[src/rtl/clock_distribution_config_regs.svh]
// register indices, fields, reset values and codes of the clock distribution bank
`ifndef CLOCK_DISTRIBUTION_CONFIG_REGS_SVH
`define CLOCK_DISTRIBUTION_CONFIG_REGS_SVH
`define CDC_IDX_SYNC_MASK   12'h500
`define CDC_IDX_CH0_LOW     12'h502
`define CDC_IDX_CH0_CTRL    12'h503
`define CDC_IDX_CH0_PHASE   12'h504
`define CDC_IDX_OUT_TWO     12'h505
`define CDC_IDX_SPARE       12'h506
`define CDC_IDX_CH1_LOW     12'h507
`define CDC_IDX_CH1_CTRL    12'h508
`define CDC_IDX_CH1_PHASE   12'h509
`define CDC_IDX_REF_POWER   12'h600
`define CDC_IDX_REF_FAMILY  12'h601
`define CDC_SLOT_SYNC_MASK  4'h0
`define CDC_SLOT_CH0_LOW    4'h1
`define CDC_SLOT_CH0_CTRL   4'h2
`define CDC_SLOT_CH0_PHASE  4'h3
`define CDC_SLOT_OUT_TWO    4'h4
`define CDC_SLOT_CH1_LOW    4'h5
`define CDC_SLOT_CH1_CTRL   4'h6
`define CDC_SLOT_CH1_PHASE  4'h7
`define CDC_SLOT_REF_POWER  4'h8
`define CDC_SLOT_REF_FAMILY 4'h9
`define CDC_NUM_SLOTS       10
`define CDC_CH_BASE         1
`define CDC_CH_STRIDE       4
`define CDC_WMASK_SYNC_MASK 8'h30
`define CDC_WMASK_LOW       8'hFF
`define CDC_WMASK_CTRL      8'h0F
`define CDC_WMASK_PHASE     8'h3F
`define CDC_WMASK_OUT_TWO   8'h7F
`define CDC_WMASK_REF_POWER 8'h03
`define CDC_WMASK_REF_FAM   8'h0F
`define CDC_RST_OUT_TWO     8'h10
`define CDC_RST_ZERO        8'h00
`define CDC_MASK_LSB        4
`define CDC_CTRL_OFF_BIT    3
`define CDC_CTRL_PRESEL_BIT 2
`define CDC_CTRL_HI_MSB     1
`define CDC_PHASE_MSB       5
`define CDC_FMT_MSB         6
`define CDC_FMT_LSB         4
`define CDC_POL_P_BIT       3
`define CDC_POL_N_BIT       2
`define CDC_DRIVE_BIT       1
`define CDC_EN_BIT          0
`define CDC_FMT_OFF         3'h0
`define CDC_FMT_HSTL        3'h1
`define CDC_FMT_LVDS        3'h2
`define CDC_FMT_CMOS_BOTH   3'h4
`define CDC_FMT_CMOS_P      3'h5
`define CDC_FMT_CMOS_N      3'h6
`define CDC_FAM_DIFF        2'h0
`define CDC_ADR_IDX_MSB     13
`define CDC_ADR_IDX_LSB     2
`define CDC_ADR_HI_LSB      14
`endif

[src/rtl/clock_distribution_config_pkg.sv]
// types shared by the clock distribution bank
package clock_distribution_config_pkg;
  typedef enum logic [2:0] {
    CH_HOLD = 3'h1,
    CH_RUN  = 3'h2,
    CH_OFF  = 3'h4
  } chan_state_e;
  typedef logic [7:0] cfg_byte_t;
endpackage : clock_distribution_config_pkg

[src/rtl/clock_distribution_config.sv]
// clock distribution and reference receiver configuration bank with wishbone slave
`include "clock_distribution_config_regs.svh"
// Functional notes
// - each channel divides its input by the 10-bit field plus one, 0 giving 1 and 1023 giving 1024.
// - channel zero's divide value is the low byte register joined with bits 1:0 of the next one.
// - a channel's power-off bit stops that channel, and zero keeps it running.
// - the prescaler select bit picks the second prescaling divider when set, else the first.
// - after a sync the divider starts at a phase counted in half input periods (prescaler ticks), zero meaning none.
// - the second output's 3-bit format picks tristate, HSTL, LVDS or one of three CMOS modes.
// - the second output's polarity sets each leg's sense and only acts in CMOS formats.
// - the drive bit selects LVDS boost when set and nominal drive when clear.
// - the second output drives only while its enable bit is one, which resets to zero.
// - channel one has the same divide, power-off, prescaler and phase controls in three registers.
// - each reference receiver has its own power-off bit, bit 1 second and bit 0 first.
// - with every reference power-off bit set the receiver section goes into deep sleep.
// - the second reference's 2-bit family picks differential or one of three CMOS ranges.
// - in a CMOS family a receiver uses only its positive pin and ignores the other one.
// - the first reference's family sits in bits 1:0 with the same codes.
// - unless its sync mask is set a channel stays held with its output still until a sync pulse.
module clock_distribution_config (
  input  wire logic        core_clk_i,
  input  wire logic        rst_b_i,
  input  wire logic        wb_cyc_i,
  input  wire logic        wb_stb_i,
  input  wire logic        wb_we_i,
  input  wire logic [31:0] wb_adr_i,
  input  wire logic [3:0]  wb_sel_i,
  input  wire logic [31:0] wb_dat_i,
  output logic             wb_ack_o,
  output logic      [31:0] wb_dat_o,
  input  wire logic        first_prescaling_divider_tick_i,
  input  wire logic        second_prescaling_divider_tick_i,
  input  wire logic        sync_pulse_i,
  output logic      [1:0]  chan_clk_o,
  output logic      [1:0]  chan_power_off_o,
  output logic             second_output_pair_p_o,
  output logic             second_output_pair_n_o,
  output logic             second_output_pair_p_oe_b_o,
  output logic             second_output_pair_n_oe_b_o,
  output logic             second_output_pair_boost_o,
  output logic      [2:0]  second_output_pair_format_o,
  input  wire logic        first_reference_input_p_i,
  input  wire logic        first_reference_input_n_i,
  input  wire logic        second_reference_input_p_i,
  input  wire logic        second_reference_input_n_i,
  output logic             first_reference_input_o,
  output logic             second_reference_input_o,
  output logic      [1:0]  ref_power_off_o,
  output logic             ref_deep_sleep_o,
  output logic      [3:0]  ref_family_o
);

  clock_distribution_config_pkg::cfg_byte_t reg_q [`CDC_NUM_SLOTS];
  logic                                      ack_q;
  logic [31:0]                               dat_q;
  logic [4:0]                                hit;
  logic                                      wr_en;
  clock_distribution_config_pkg::chan_state_e ch_state_q [2];
  logic [9:0]                                cnt_q [2];
  logic [9:0]                                div_val [2];
  logic [5:0]                                ph_val [2];
  logic [1:0]                                ch_off;
  logic [1:0]                                ch_mask;
  logic [1:0]                                ch_tick;
  logic [1:0]                                chan_clk_q;
  logic [2:0]                                out_fmt;
  logic [3:0]                                pin_in;
  logic [2:0]                                sync_q [4];
  logic [3:0]                                filt_q;
  logic [1:0]                                ref_out_q;
  logic                                      deep_q;
  logic                                      p_q;
  logic                                      n_q;
  logic                                      p_oe_b_q;
  logic                                      n_oe_b_q;
  logic                                      boost_q;
  logic [2:0]                                fmt_q;

  // index decode: bit 4 marks a mapped register, bits 3:0 its slot
  function automatic logic [4:0] slot_of(input logic [31:0] adr);
    logic [11:0] idx;
    logic [4:0]  r;
    idx = adr[`CDC_ADR_IDX_MSB:`CDC_ADR_IDX_LSB];
    r   = 5'h00;
    if (adr[31:`CDC_ADR_HI_LSB] == '0) begin
      case (idx)
        `CDC_IDX_SYNC_MASK:  r = {1'b1, `CDC_SLOT_SYNC_MASK};
        `CDC_IDX_CH0_LOW:    r = {1'b1, `CDC_SLOT_CH0_LOW};
        `CDC_IDX_CH0_CTRL:   r = {1'b1, `CDC_SLOT_CH0_CTRL};
        `CDC_IDX_CH0_PHASE:  r = {1'b1, `CDC_SLOT_CH0_PHASE};
        `CDC_IDX_OUT_TWO:    r = {1'b1, `CDC_SLOT_OUT_TWO};
        `CDC_IDX_CH1_LOW:    r = {1'b1, `CDC_SLOT_CH1_LOW};
        `CDC_IDX_CH1_CTRL:   r = {1'b1, `CDC_SLOT_CH1_CTRL};
        `CDC_IDX_CH1_PHASE:  r = {1'b1, `CDC_SLOT_CH1_PHASE};
        `CDC_IDX_REF_POWER:  r = {1'b1, `CDC_SLOT_REF_POWER};
        `CDC_IDX_REF_FAMILY: r = {1'b1, `CDC_SLOT_REF_FAMILY};
        default:             r = 5'h00;
      endcase
    end
    return r;
  endfunction : slot_of

  function automatic logic [7:0] wmask_of(input logic [3:0] slot);
    case (slot)
      `CDC_SLOT_SYNC_MASK:  return `CDC_WMASK_SYNC_MASK;
      `CDC_SLOT_CH0_LOW:    return `CDC_WMASK_LOW;
      `CDC_SLOT_CH1_LOW:    return `CDC_WMASK_LOW;
      `CDC_SLOT_CH0_CTRL:   return `CDC_WMASK_CTRL;
      `CDC_SLOT_CH1_CTRL:   return `CDC_WMASK_CTRL;
      `CDC_SLOT_CH0_PHASE:  return `CDC_WMASK_PHASE;
      `CDC_SLOT_CH1_PHASE:  return `CDC_WMASK_PHASE;
      `CDC_SLOT_OUT_TWO:    return `CDC_WMASK_OUT_TWO;
      `CDC_SLOT_REF_POWER:  return `CDC_WMASK_REF_POWER;
      `CDC_SLOT_REF_FAMILY: return `CDC_WMASK_REF_FAM;
      default:              return 8'h00;
    endcase
  endfunction : wmask_of

  function automatic logic is_cmos(input logic [2:0] fmt);
    return (fmt == `CDC_FMT_CMOS_BOTH) || (fmt == `CDC_FMT_CMOS_P) || (fmt == `CDC_FMT_CMOS_N);
  endfunction : is_cmos

  assign hit   = slot_of(wb_adr_i);
  assign wr_en = wb_cyc_i && wb_stb_i && wb_we_i && ack_q && wb_sel_i[0] && hit[4];

  // bus answer: ack one cycle after the request, dropped the cycle after
  always_ff @(posedge core_clk_i or negedge rst_b_i) begin
    if (!rst_b_i) begin
      ack_q <= 1'b0;
      dat_q <= 32'h0000_0000;
    end else begin
      ack_q <= wb_cyc_i && wb_stb_i && !ack_q;
      if (wb_cyc_i && wb_stb_i && !ack_q && hit[4]) begin
        dat_q <= {24'h00_0000, reg_q[hit[3:0]]};
      end else begin
        dat_q <= 32'h0000_0000;
      end
    end
  end

  // register storage, only writable bits kept
  always_ff @(posedge core_clk_i or negedge rst_b_i) begin
    if (!rst_b_i) begin
      for (int s = 0; s < `CDC_NUM_SLOTS; s++) begin
        reg_q[s] <= `CDC_RST_ZERO;
      end
      reg_q[`CDC_SLOT_OUT_TWO] <= `CDC_RST_OUT_TWO;
    end else if (wr_en) begin
      reg_q[hit[3:0]] <= wb_dat_i[7:0] & wmask_of(hit[3:0]);
    end
  end

  assign wb_ack_o = ack_q;
  assign wb_dat_o = dat_q;

  // channel dividers, both from the same three-register layout
  for (genvar c = 0; c < 2; c++) begin : g_chan
    localparam int B = `CDC_CH_BASE + c * `CDC_CH_STRIDE;
    logic [10:0] modv;
    logic [10:0] ph_rem;
    logic [10:0] ph_quo;
    assign div_val[c] = {reg_q[B + 1][`CDC_CTRL_HI_MSB:0], reg_q[B]};
    assign ph_val[c]  = reg_q[B + 2][`CDC_PHASE_MSB:0];
    assign ch_off[c]  = reg_q[B + 1][`CDC_CTRL_OFF_BIT];
    assign ch_mask[c] = reg_q[`CDC_SLOT_SYNC_MASK][`CDC_MASK_LSB + c];
    assign ch_tick[c] = reg_q[B + 1][`CDC_CTRL_PRESEL_BIT] ? second_prescaling_divider_tick_i
                                                           : first_prescaling_divider_tick_i;
    assign modv   = {1'b0, div_val[c]} + 11'h001;
    assign ph_rem = {5'h00, ph_val[c]} % modv;
    assign ph_quo = {5'h00, ph_val[c]} / modv;

    always_ff @(posedge core_clk_i or negedge rst_b_i) begin
      if (!rst_b_i) begin
        ch_state_q[c] <= clock_distribution_config_pkg::CH_HOLD;
        cnt_q[c]      <= 10'h000;
        chan_clk_q[c] <= 1'b0;
      end else begin
        case (ch_state_q[c])
          clock_distribution_config_pkg::CH_HOLD: begin
            chan_clk_q[c] <= 1'b0;
            if (ch_off[c]) begin
              ch_state_q[c] <= clock_distribution_config_pkg::CH_OFF;
            end else if (ch_mask[c]) begin
              ch_state_q[c] <= clock_distribution_config_pkg::CH_RUN;
              cnt_q[c]      <= 10'h000;
            end else if (sync_pulse_i) begin
              ch_state_q[c] <= clock_distribution_config_pkg::CH_RUN;
              cnt_q[c]      <= ph_rem[9:0];
              chan_clk_q[c] <= ph_quo[0];
            end
          end
          clock_distribution_config_pkg::CH_RUN: begin
            if (ch_off[c]) begin
              ch_state_q[c] <= clock_distribution_config_pkg::CH_OFF;
              chan_clk_q[c] <= 1'b0;
            end else if (sync_pulse_i && !ch_mask[c]) begin
              cnt_q[c]      <= ph_rem[9:0];
              chan_clk_q[c] <= ph_quo[0];
            end else if (ch_tick[c]) begin
              if (cnt_q[c] >= div_val[c]) begin
                cnt_q[c]      <= 10'h000;
                chan_clk_q[c] <= !chan_clk_q[c];
              end else begin
                cnt_q[c] <= cnt_q[c] + 10'h001;
              end
            end
          end
          clock_distribution_config_pkg::CH_OFF: begin
            chan_clk_q[c] <= 1'b0;
            cnt_q[c]      <= 10'h000;
            if (!ch_off[c]) begin
              ch_state_q[c] <= clock_distribution_config_pkg::CH_HOLD;
            end
          end
          default: begin
            ch_state_q[c] <= clock_distribution_config_pkg::CH_HOLD;
          end
        endcase
      end
    end
  end

  assign chan_clk_o       = chan_clk_q;
  assign chan_power_off_o = {reg_q[`CDC_SLOT_CH1_CTRL][`CDC_CTRL_OFF_BIT],
                             reg_q[`CDC_SLOT_CH0_CTRL][`CDC_CTRL_OFF_BIT]};

  // second output driver fed by channel one
  assign out_fmt = reg_q[`CDC_SLOT_OUT_TWO][`CDC_FMT_MSB:`CDC_FMT_LSB];

  always_ff @(posedge core_clk_i or negedge rst_b_i) begin
    if (!rst_b_i) begin
      p_q      <= 1'b0;
      n_q      <= 1'b0;
      p_oe_b_q <= 1'b1;
      n_oe_b_q <= 1'b1;
      boost_q  <= 1'b0;
      fmt_q    <= `CDC_FMT_HSTL;
    end else begin
      fmt_q    <= out_fmt;
      boost_q  <= reg_q[`CDC_SLOT_OUT_TWO][`CDC_DRIVE_BIT];
      p_q      <= 1'b0;
      n_q      <= 1'b0;
      p_oe_b_q <= 1'b1;
      n_oe_b_q <= 1'b1;
      if (reg_q[`CDC_SLOT_OUT_TWO][`CDC_EN_BIT]) begin
        if ((out_fmt == `CDC_FMT_HSTL) || (out_fmt == `CDC_FMT_LVDS)) begin
          p_q      <= chan_clk_q[1];
          n_q      <= !chan_clk_q[1];
          p_oe_b_q <= 1'b0;
          n_oe_b_q <= 1'b0;
        end else if (is_cmos(out_fmt)) begin
          p_q <= chan_clk_q[1] ^ reg_q[`CDC_SLOT_OUT_TWO][`CDC_POL_P_BIT];
          n_q <= chan_clk_q[1] ^ !(reg_q[`CDC_SLOT_OUT_TWO][`CDC_POL_P_BIT]
                                   ^ reg_q[`CDC_SLOT_OUT_TWO][`CDC_POL_N_BIT]);
          p_oe_b_q <= (out_fmt == `CDC_FMT_CMOS_N);
          n_oe_b_q <= (out_fmt == `CDC_FMT_CMOS_P);
        end
      end
    end
  end

  assign second_output_pair_p_o      = p_q;
  assign second_output_pair_n_o      = n_q;
  assign second_output_pair_p_oe_b_o = p_oe_b_q;
  assign second_output_pair_n_oe_b_o = n_oe_b_q;
  assign second_output_pair_boost_o  = boost_q;
  assign second_output_pair_format_o = fmt_q;

  // reference pins: three-stage synchroniser, change taken when stages two and three agree
  assign pin_in = {second_reference_input_n_i, second_reference_input_p_i,
                   first_reference_input_n_i, first_reference_input_p_i};

  for (genvar i = 0; i < 4; i++) begin : g_pin
    always_ff @(posedge core_clk_i or negedge rst_b_i) begin
      if (!rst_b_i) begin
        sync_q[i] <= 3'h0;
        filt_q[i] <= 1'b0;
      end else begin
        sync_q[i] <= {sync_q[i][1:0], pin_in[i]};
        if (sync_q[i][1] == sync_q[i][2]) begin
          filt_q[i] <= sync_q[i][2];
        end
      end
    end
  end

  for (genvar r = 0; r < 2; r++) begin : g_ref
    logic [1:0] fam;
    assign fam = reg_q[`CDC_SLOT_REF_FAMILY][2 * r + 1 -: 2];
    always_ff @(posedge core_clk_i or negedge rst_b_i) begin
      if (!rst_b_i) begin
        ref_out_q[r] <= 1'b0;
      end else if (reg_q[`CDC_SLOT_REF_POWER][r]) begin
        ref_out_q[r] <= 1'b0;
      end else if (fam != `CDC_FAM_DIFF) begin
        ref_out_q[r] <= filt_q[2 * r];
      end else if (filt_q[2 * r] != filt_q[2 * r + 1]) begin
        ref_out_q[r] <= filt_q[2 * r];
      end
    end
  end

  always_ff @(posedge core_clk_i or negedge rst_b_i) begin
    if (!rst_b_i) begin
      deep_q <= 1'b0;
    end else begin
      deep_q <= &reg_q[`CDC_SLOT_REF_POWER][1:0];
    end
  end

  assign first_reference_input_o  = ref_out_q[0];
  assign second_reference_input_o = ref_out_q[1];
  assign ref_power_off_o          = reg_q[`CDC_SLOT_REF_POWER][1:0];
  assign ref_deep_sleep_o         = deep_q;
  assign ref_family_o             = reg_q[`CDC_SLOT_REF_FAMILY][3:0];

  // ratio check helper for channel zero: ticks since the last toggle
  logic [10:0] h_cnt_q;
  logic        h_ok_q;
  always_ff @(posedge core_clk_i or negedge rst_b_i) begin
    if (!rst_b_i) begin
      h_cnt_q <= 11'h000;
      h_ok_q  <= 1'b0;
    end else if (ch_state_q[0] != clock_distribution_config_pkg::CH_RUN || sync_pulse_i
                 || wr_en) begin
      h_cnt_q <= 11'h000;
      h_ok_q  <= 1'b0;
    end else if (ch_tick[0] && cnt_q[0] >= div_val[0]) begin
      h_cnt_q <= 11'h000;
      h_ok_q  <= 1'b1;
    end else if (ch_tick[0]) begin
      h_cnt_q <= h_cnt_q + 11'h001;
    end
  end
endmodule : clock_distribution_config

[config.mk]
export PLATFORM = sky130hd
export DESIGN_NAME = clock_distribution_config
export DESIGN_NICKNAME = d
export VERILOG_FILES = /design/src/rtl/clock_distribution_config_pkg.sv /design/src/rtl/clock_distribution_config.sv
export VERILOG_INCLUDE_DIRS = /design/src /design/src/rtl
export SDC_FILE = /design/constraint.sdc
export NUM_CORES = 1
export LEC_CHECK = 0
export ABC_CLOCK_PERIOD_IN_PS = 22700
export BUFFER_PORTS_ARGS = -buffer_cell sky130_fd_sc_hd__buf_2
export CAP_MARGIN = 40
export CORE_ASPECT_RATIO = 0.7
export CORE_UTILIZATION = 55
export DETAILED_ROUTE_END_ITERATION = 7
export PLACE_DENSITY = 0.75
export SETUP_SLACK_MARGIN = 0.05
export SYNTH_ARGS = -nofsm -noshare
export SYNTH_HDL_FRONTEND = slang
export SYNTH_SLANG_ARGS = --single-unit
[constraint.sdc]
create_clock -name core_clk_i -period 22.7 [get_ports core_clk_i]
set_clock_uncertainty 0.2 [all_clocks]
set_input_delay 4.54 -clock core_clk_i [delete_from_list [all_inputs] [get_ports core_clk_i]]
set_output_delay 4.54 -clock core_clk_i [all_outputs]
set_load 0.02 [all_outputs]
==> run_results.csv <==
group,metric,value,unit
synthesis,yosys-top-cells-count,"ha_1 (159), nand2_1 (151), nor2_1 (147)",
worst_setup_path,cp.required,22.78,ns
worst_setup_path,cp-startpoint,"div_val[0]$_DFFE_PN0P_",
route,ant_nets,0,
clocking,cts.sinks,144,
worst_setup_path,cp.buffers_inverters,4,
worst_setup_path,critPathMaxFanout,17,
synthesis,synth_edf_count,0,
synthesis,synthTopCellsByArea,"dfrtp_1 (24%), ha_1 (14%), a21oi_1 (4.1%)",
timing,max_slew_margin,0.334,
floorplanning,rows,49,
worst_setup_path,cp_top_family,"compound AO/OA/AOI/OAI gates",
worst_setup_path,cp_slowest_cell,"a2111oi_0",
worst_hold_path,hold_path_startpoint,"sync_q[0]$_DFF_PN0_",
layout,nets,2115,
grt,grt_pass1_vias,12907,
timing,holdWs,0.156,ns
synthesis,ys_ff_latch,144,
synthesis,dominantRegCellSynth,"dfrtp_1",
timing,slew_violations,0,
grt,grt_overflow,0,
layout,syn_to_final_growth,8.66,%
synthesis,yosysTopAreaCellShare,0.235,
floorplanning,ios,134,
route,firstDrtPassIters,6,
timing,hold_violations,0,
clocking,cts_max_path_buffers,2,
timing,setup_tns,0,ns
worst_setup_path,slowest_delay,0.78,ns
synthesis,ys.warnings.count,0,
grt,grt_max_degree,68,
placed_design,dp_hpwl,33.5,mm
worst_setup_path,crit_arrival,21.19,ns
route,drc,0,
placed_design,gp_congestion,0.926,
worst_setup_path,crit_type,"reg -> reg",
floorplanning,die_w,197,um
clocking,cts_setup_buffers,0,
route,routed_wl,43.1,mm
synthesis,yosys.area.top_type,"dfrtp_1",
timing,fmax,0.0474,GHz
clocking,cts_buffers,17,
route,vias,14197,
timing,setup_viol,0,
placed_design,placed_area,15300,um2
timing,tightestPinTransition,0.973,ns
clocking,cts_tree,"built",
synthesis,seq_area_frac_synth,0.246,
synthesis,syn_avg_cell_area,8.08,um2
floorplanning,initial_core_util,0.566,
worst_setup_path,r2r_start,"div_val[0]$_DFFE_PN0P_",
floorplanning,die_y,139,um
floorplanning,fp.coreArea,25900,um2
worst_setup_path,endpoint_kind,"register",
clocking,cts_root_buf,"clkbuf_16",
layout,utilization,0.615,
clocking,clkLatencyLatePin,0.43,ns
layout,layout-drive-gt1-share,0.110,
timing,rsz0062_at_grt,"no",
grt,antenna_found_initial,1,
route,viasPerCell,6.32,
clocking,htreeDepth,4,
synthesis,async_flop_share,1.00,
clocking,holdBufCountCts,0,
status,run_status,"finished, final reports clean",
flow_run,maxCapViolCount,0,
timing,min_period_over_period,0.930,
worst_hold_path,holdCritPathClass,"reg -> reg",
synthesis,synthesis.area,14700,um2
route,initialDrtViolationCount,1627,
timing,period_minus_slack,21.11,ns
layout,fin_area,15900,um2
synthesis,ys_types,103,
clocking,ctsResizeCount,0,
grt,grt_pass1_wl,69.1,mm
synthesis,synthCells,1816,
grt,grtUsageTotal,0.317,
floorplanning,dieArea,27300,um2
synthesis,synthMostInstantiatedCell,"ha_1",
worst_setup_path,rrSetupSlack,1.59,ns
worst_setup_path,cp-start-kind,"register",
worst_setup_path,path_common_cell,"ha_1",
route,routedWlPerCell,19.2,um
clocking,clk_pin_slew_worst_paths,0.07,ns
placed_design,port_buffers,80,
==> placed cells by master (no fill, tap or decap), types with 7 or more instances in the layout <==
master and count:
ha_1 159, nand2_1 151, nor2_1 147, dfrtp_1 138, a21oi_1 119, o21ai_0 108, inv_1 83, buf_2 80
nor3_1 67, xnor2_1 62, o21a_1 51, nand3_1 49, o21ai_1 48, and2_1 40, conb_1 32, nor2b_1 31
a21o_1 27, xor2_1 27, mux2i_1 24, and3_1 22, nand2b_1 22, nor4_1 20, mux2_2 19, o31ai_1 18
or3_1 18, buf_4 18, o22ai_1 17, clkbuf_16 17, o211ai_1 15, a31oi_1 15, or2_2 14, a211oi_1 12
nand4_1 11, a221oi_1 10, or4_1 7, nand3b_1 7
==> worst paths after layout <==
kind,endpoint,depth (start not counted)
max,cnt_q[8]$_DFFE_PN0P_,75
min,sync_q[1]$_DFF_PN0_,0
max reg2reg,cnt_q[8]$_DFFE_PN0P_,75
min reg2reg,sync_q[1]$_DFF_PN0_,0
max in group asynchronous,ch_state_q[0]$_DFFE_PN1P_,3
min in group asynchronous,ph_val[11]$_DFFE_PN0P_,1
==> layer usage <==
metal	share of wire	wire, um	GRT usage	vias up
li1	-	-	-	6743
met1	0.49	21200	0.507	6697
met2	0.38	16500	0.417	722
met3	0.11	4940	0.0878	35
met4	0.0089	384	0.0547	0
met5	0	0	0	-
==> logic make-up after synthesis <==
group / Yosys count / share of synthesized area
fa+ha+maj: 165 / 0.141
mux: 48 / 0.0353
flops: 144 / 0.246
buf+inv: 177 / 0.0547
compound gates: 551 / 0.249
other cells: 1 / 0.000256
simple gates: 641 / 0.220
xor+xnor: 89 / 0.0531
==> metrics by stage <==
| step | instances | setup WS, ns |
|---|---|---|
| after floorplan | 1847 | 4.94 |
| after global placement | 2204 | 2.50 |
| after detailed placement | 2212 | 2.08 |
| after CTS | 2244 | 1.94 |
| after global routing | 2244 | 0.0704 |
| final | 2245 | 1.59 |
==> layout make-up <==
class | instances | area [um2]
fill | 2242 | 9990
clock inverter | 15 | 185
multi-input combinational | 1526 | 10400
sequential | 144 | 3610
timing repair buffer | 100 | 574
clock buffer | 17 | 425
tap | 357 | 447
inverter | 85 | 319
antenna | 1 | 2.50
==> flip-flops by register name, indices dropped and copies added (netlist names), 2 cells and up <==
signal and count:
second_output_pair_format_o 3, reg_q 35, ch_mask 2, sync_q 12
cnt_q 20, chan_clk_o 2, div_val 20, ref_family_o 4
ch_state_q 6, chan_power_off_o 2, ref_power_off_o 2, out_fmt 3
ph_val 12, filt_q 4, wb_dat_o 8
==> worst register-to-register path: cells and delay by family (launching register included) <==
family | cells | cell delay, ns
flops | 1 | 0.64
buf+inv | 4 | 0.32
compound gates | 35 | 10.39
fa+ha+maj | 11 | 3.26
simple gates | 23 | 5.35
mux | 2 | 0.80
Power is not shown: default switching activity piles up to over one toggle a cycle in this logic, so the estimate is an artifact.
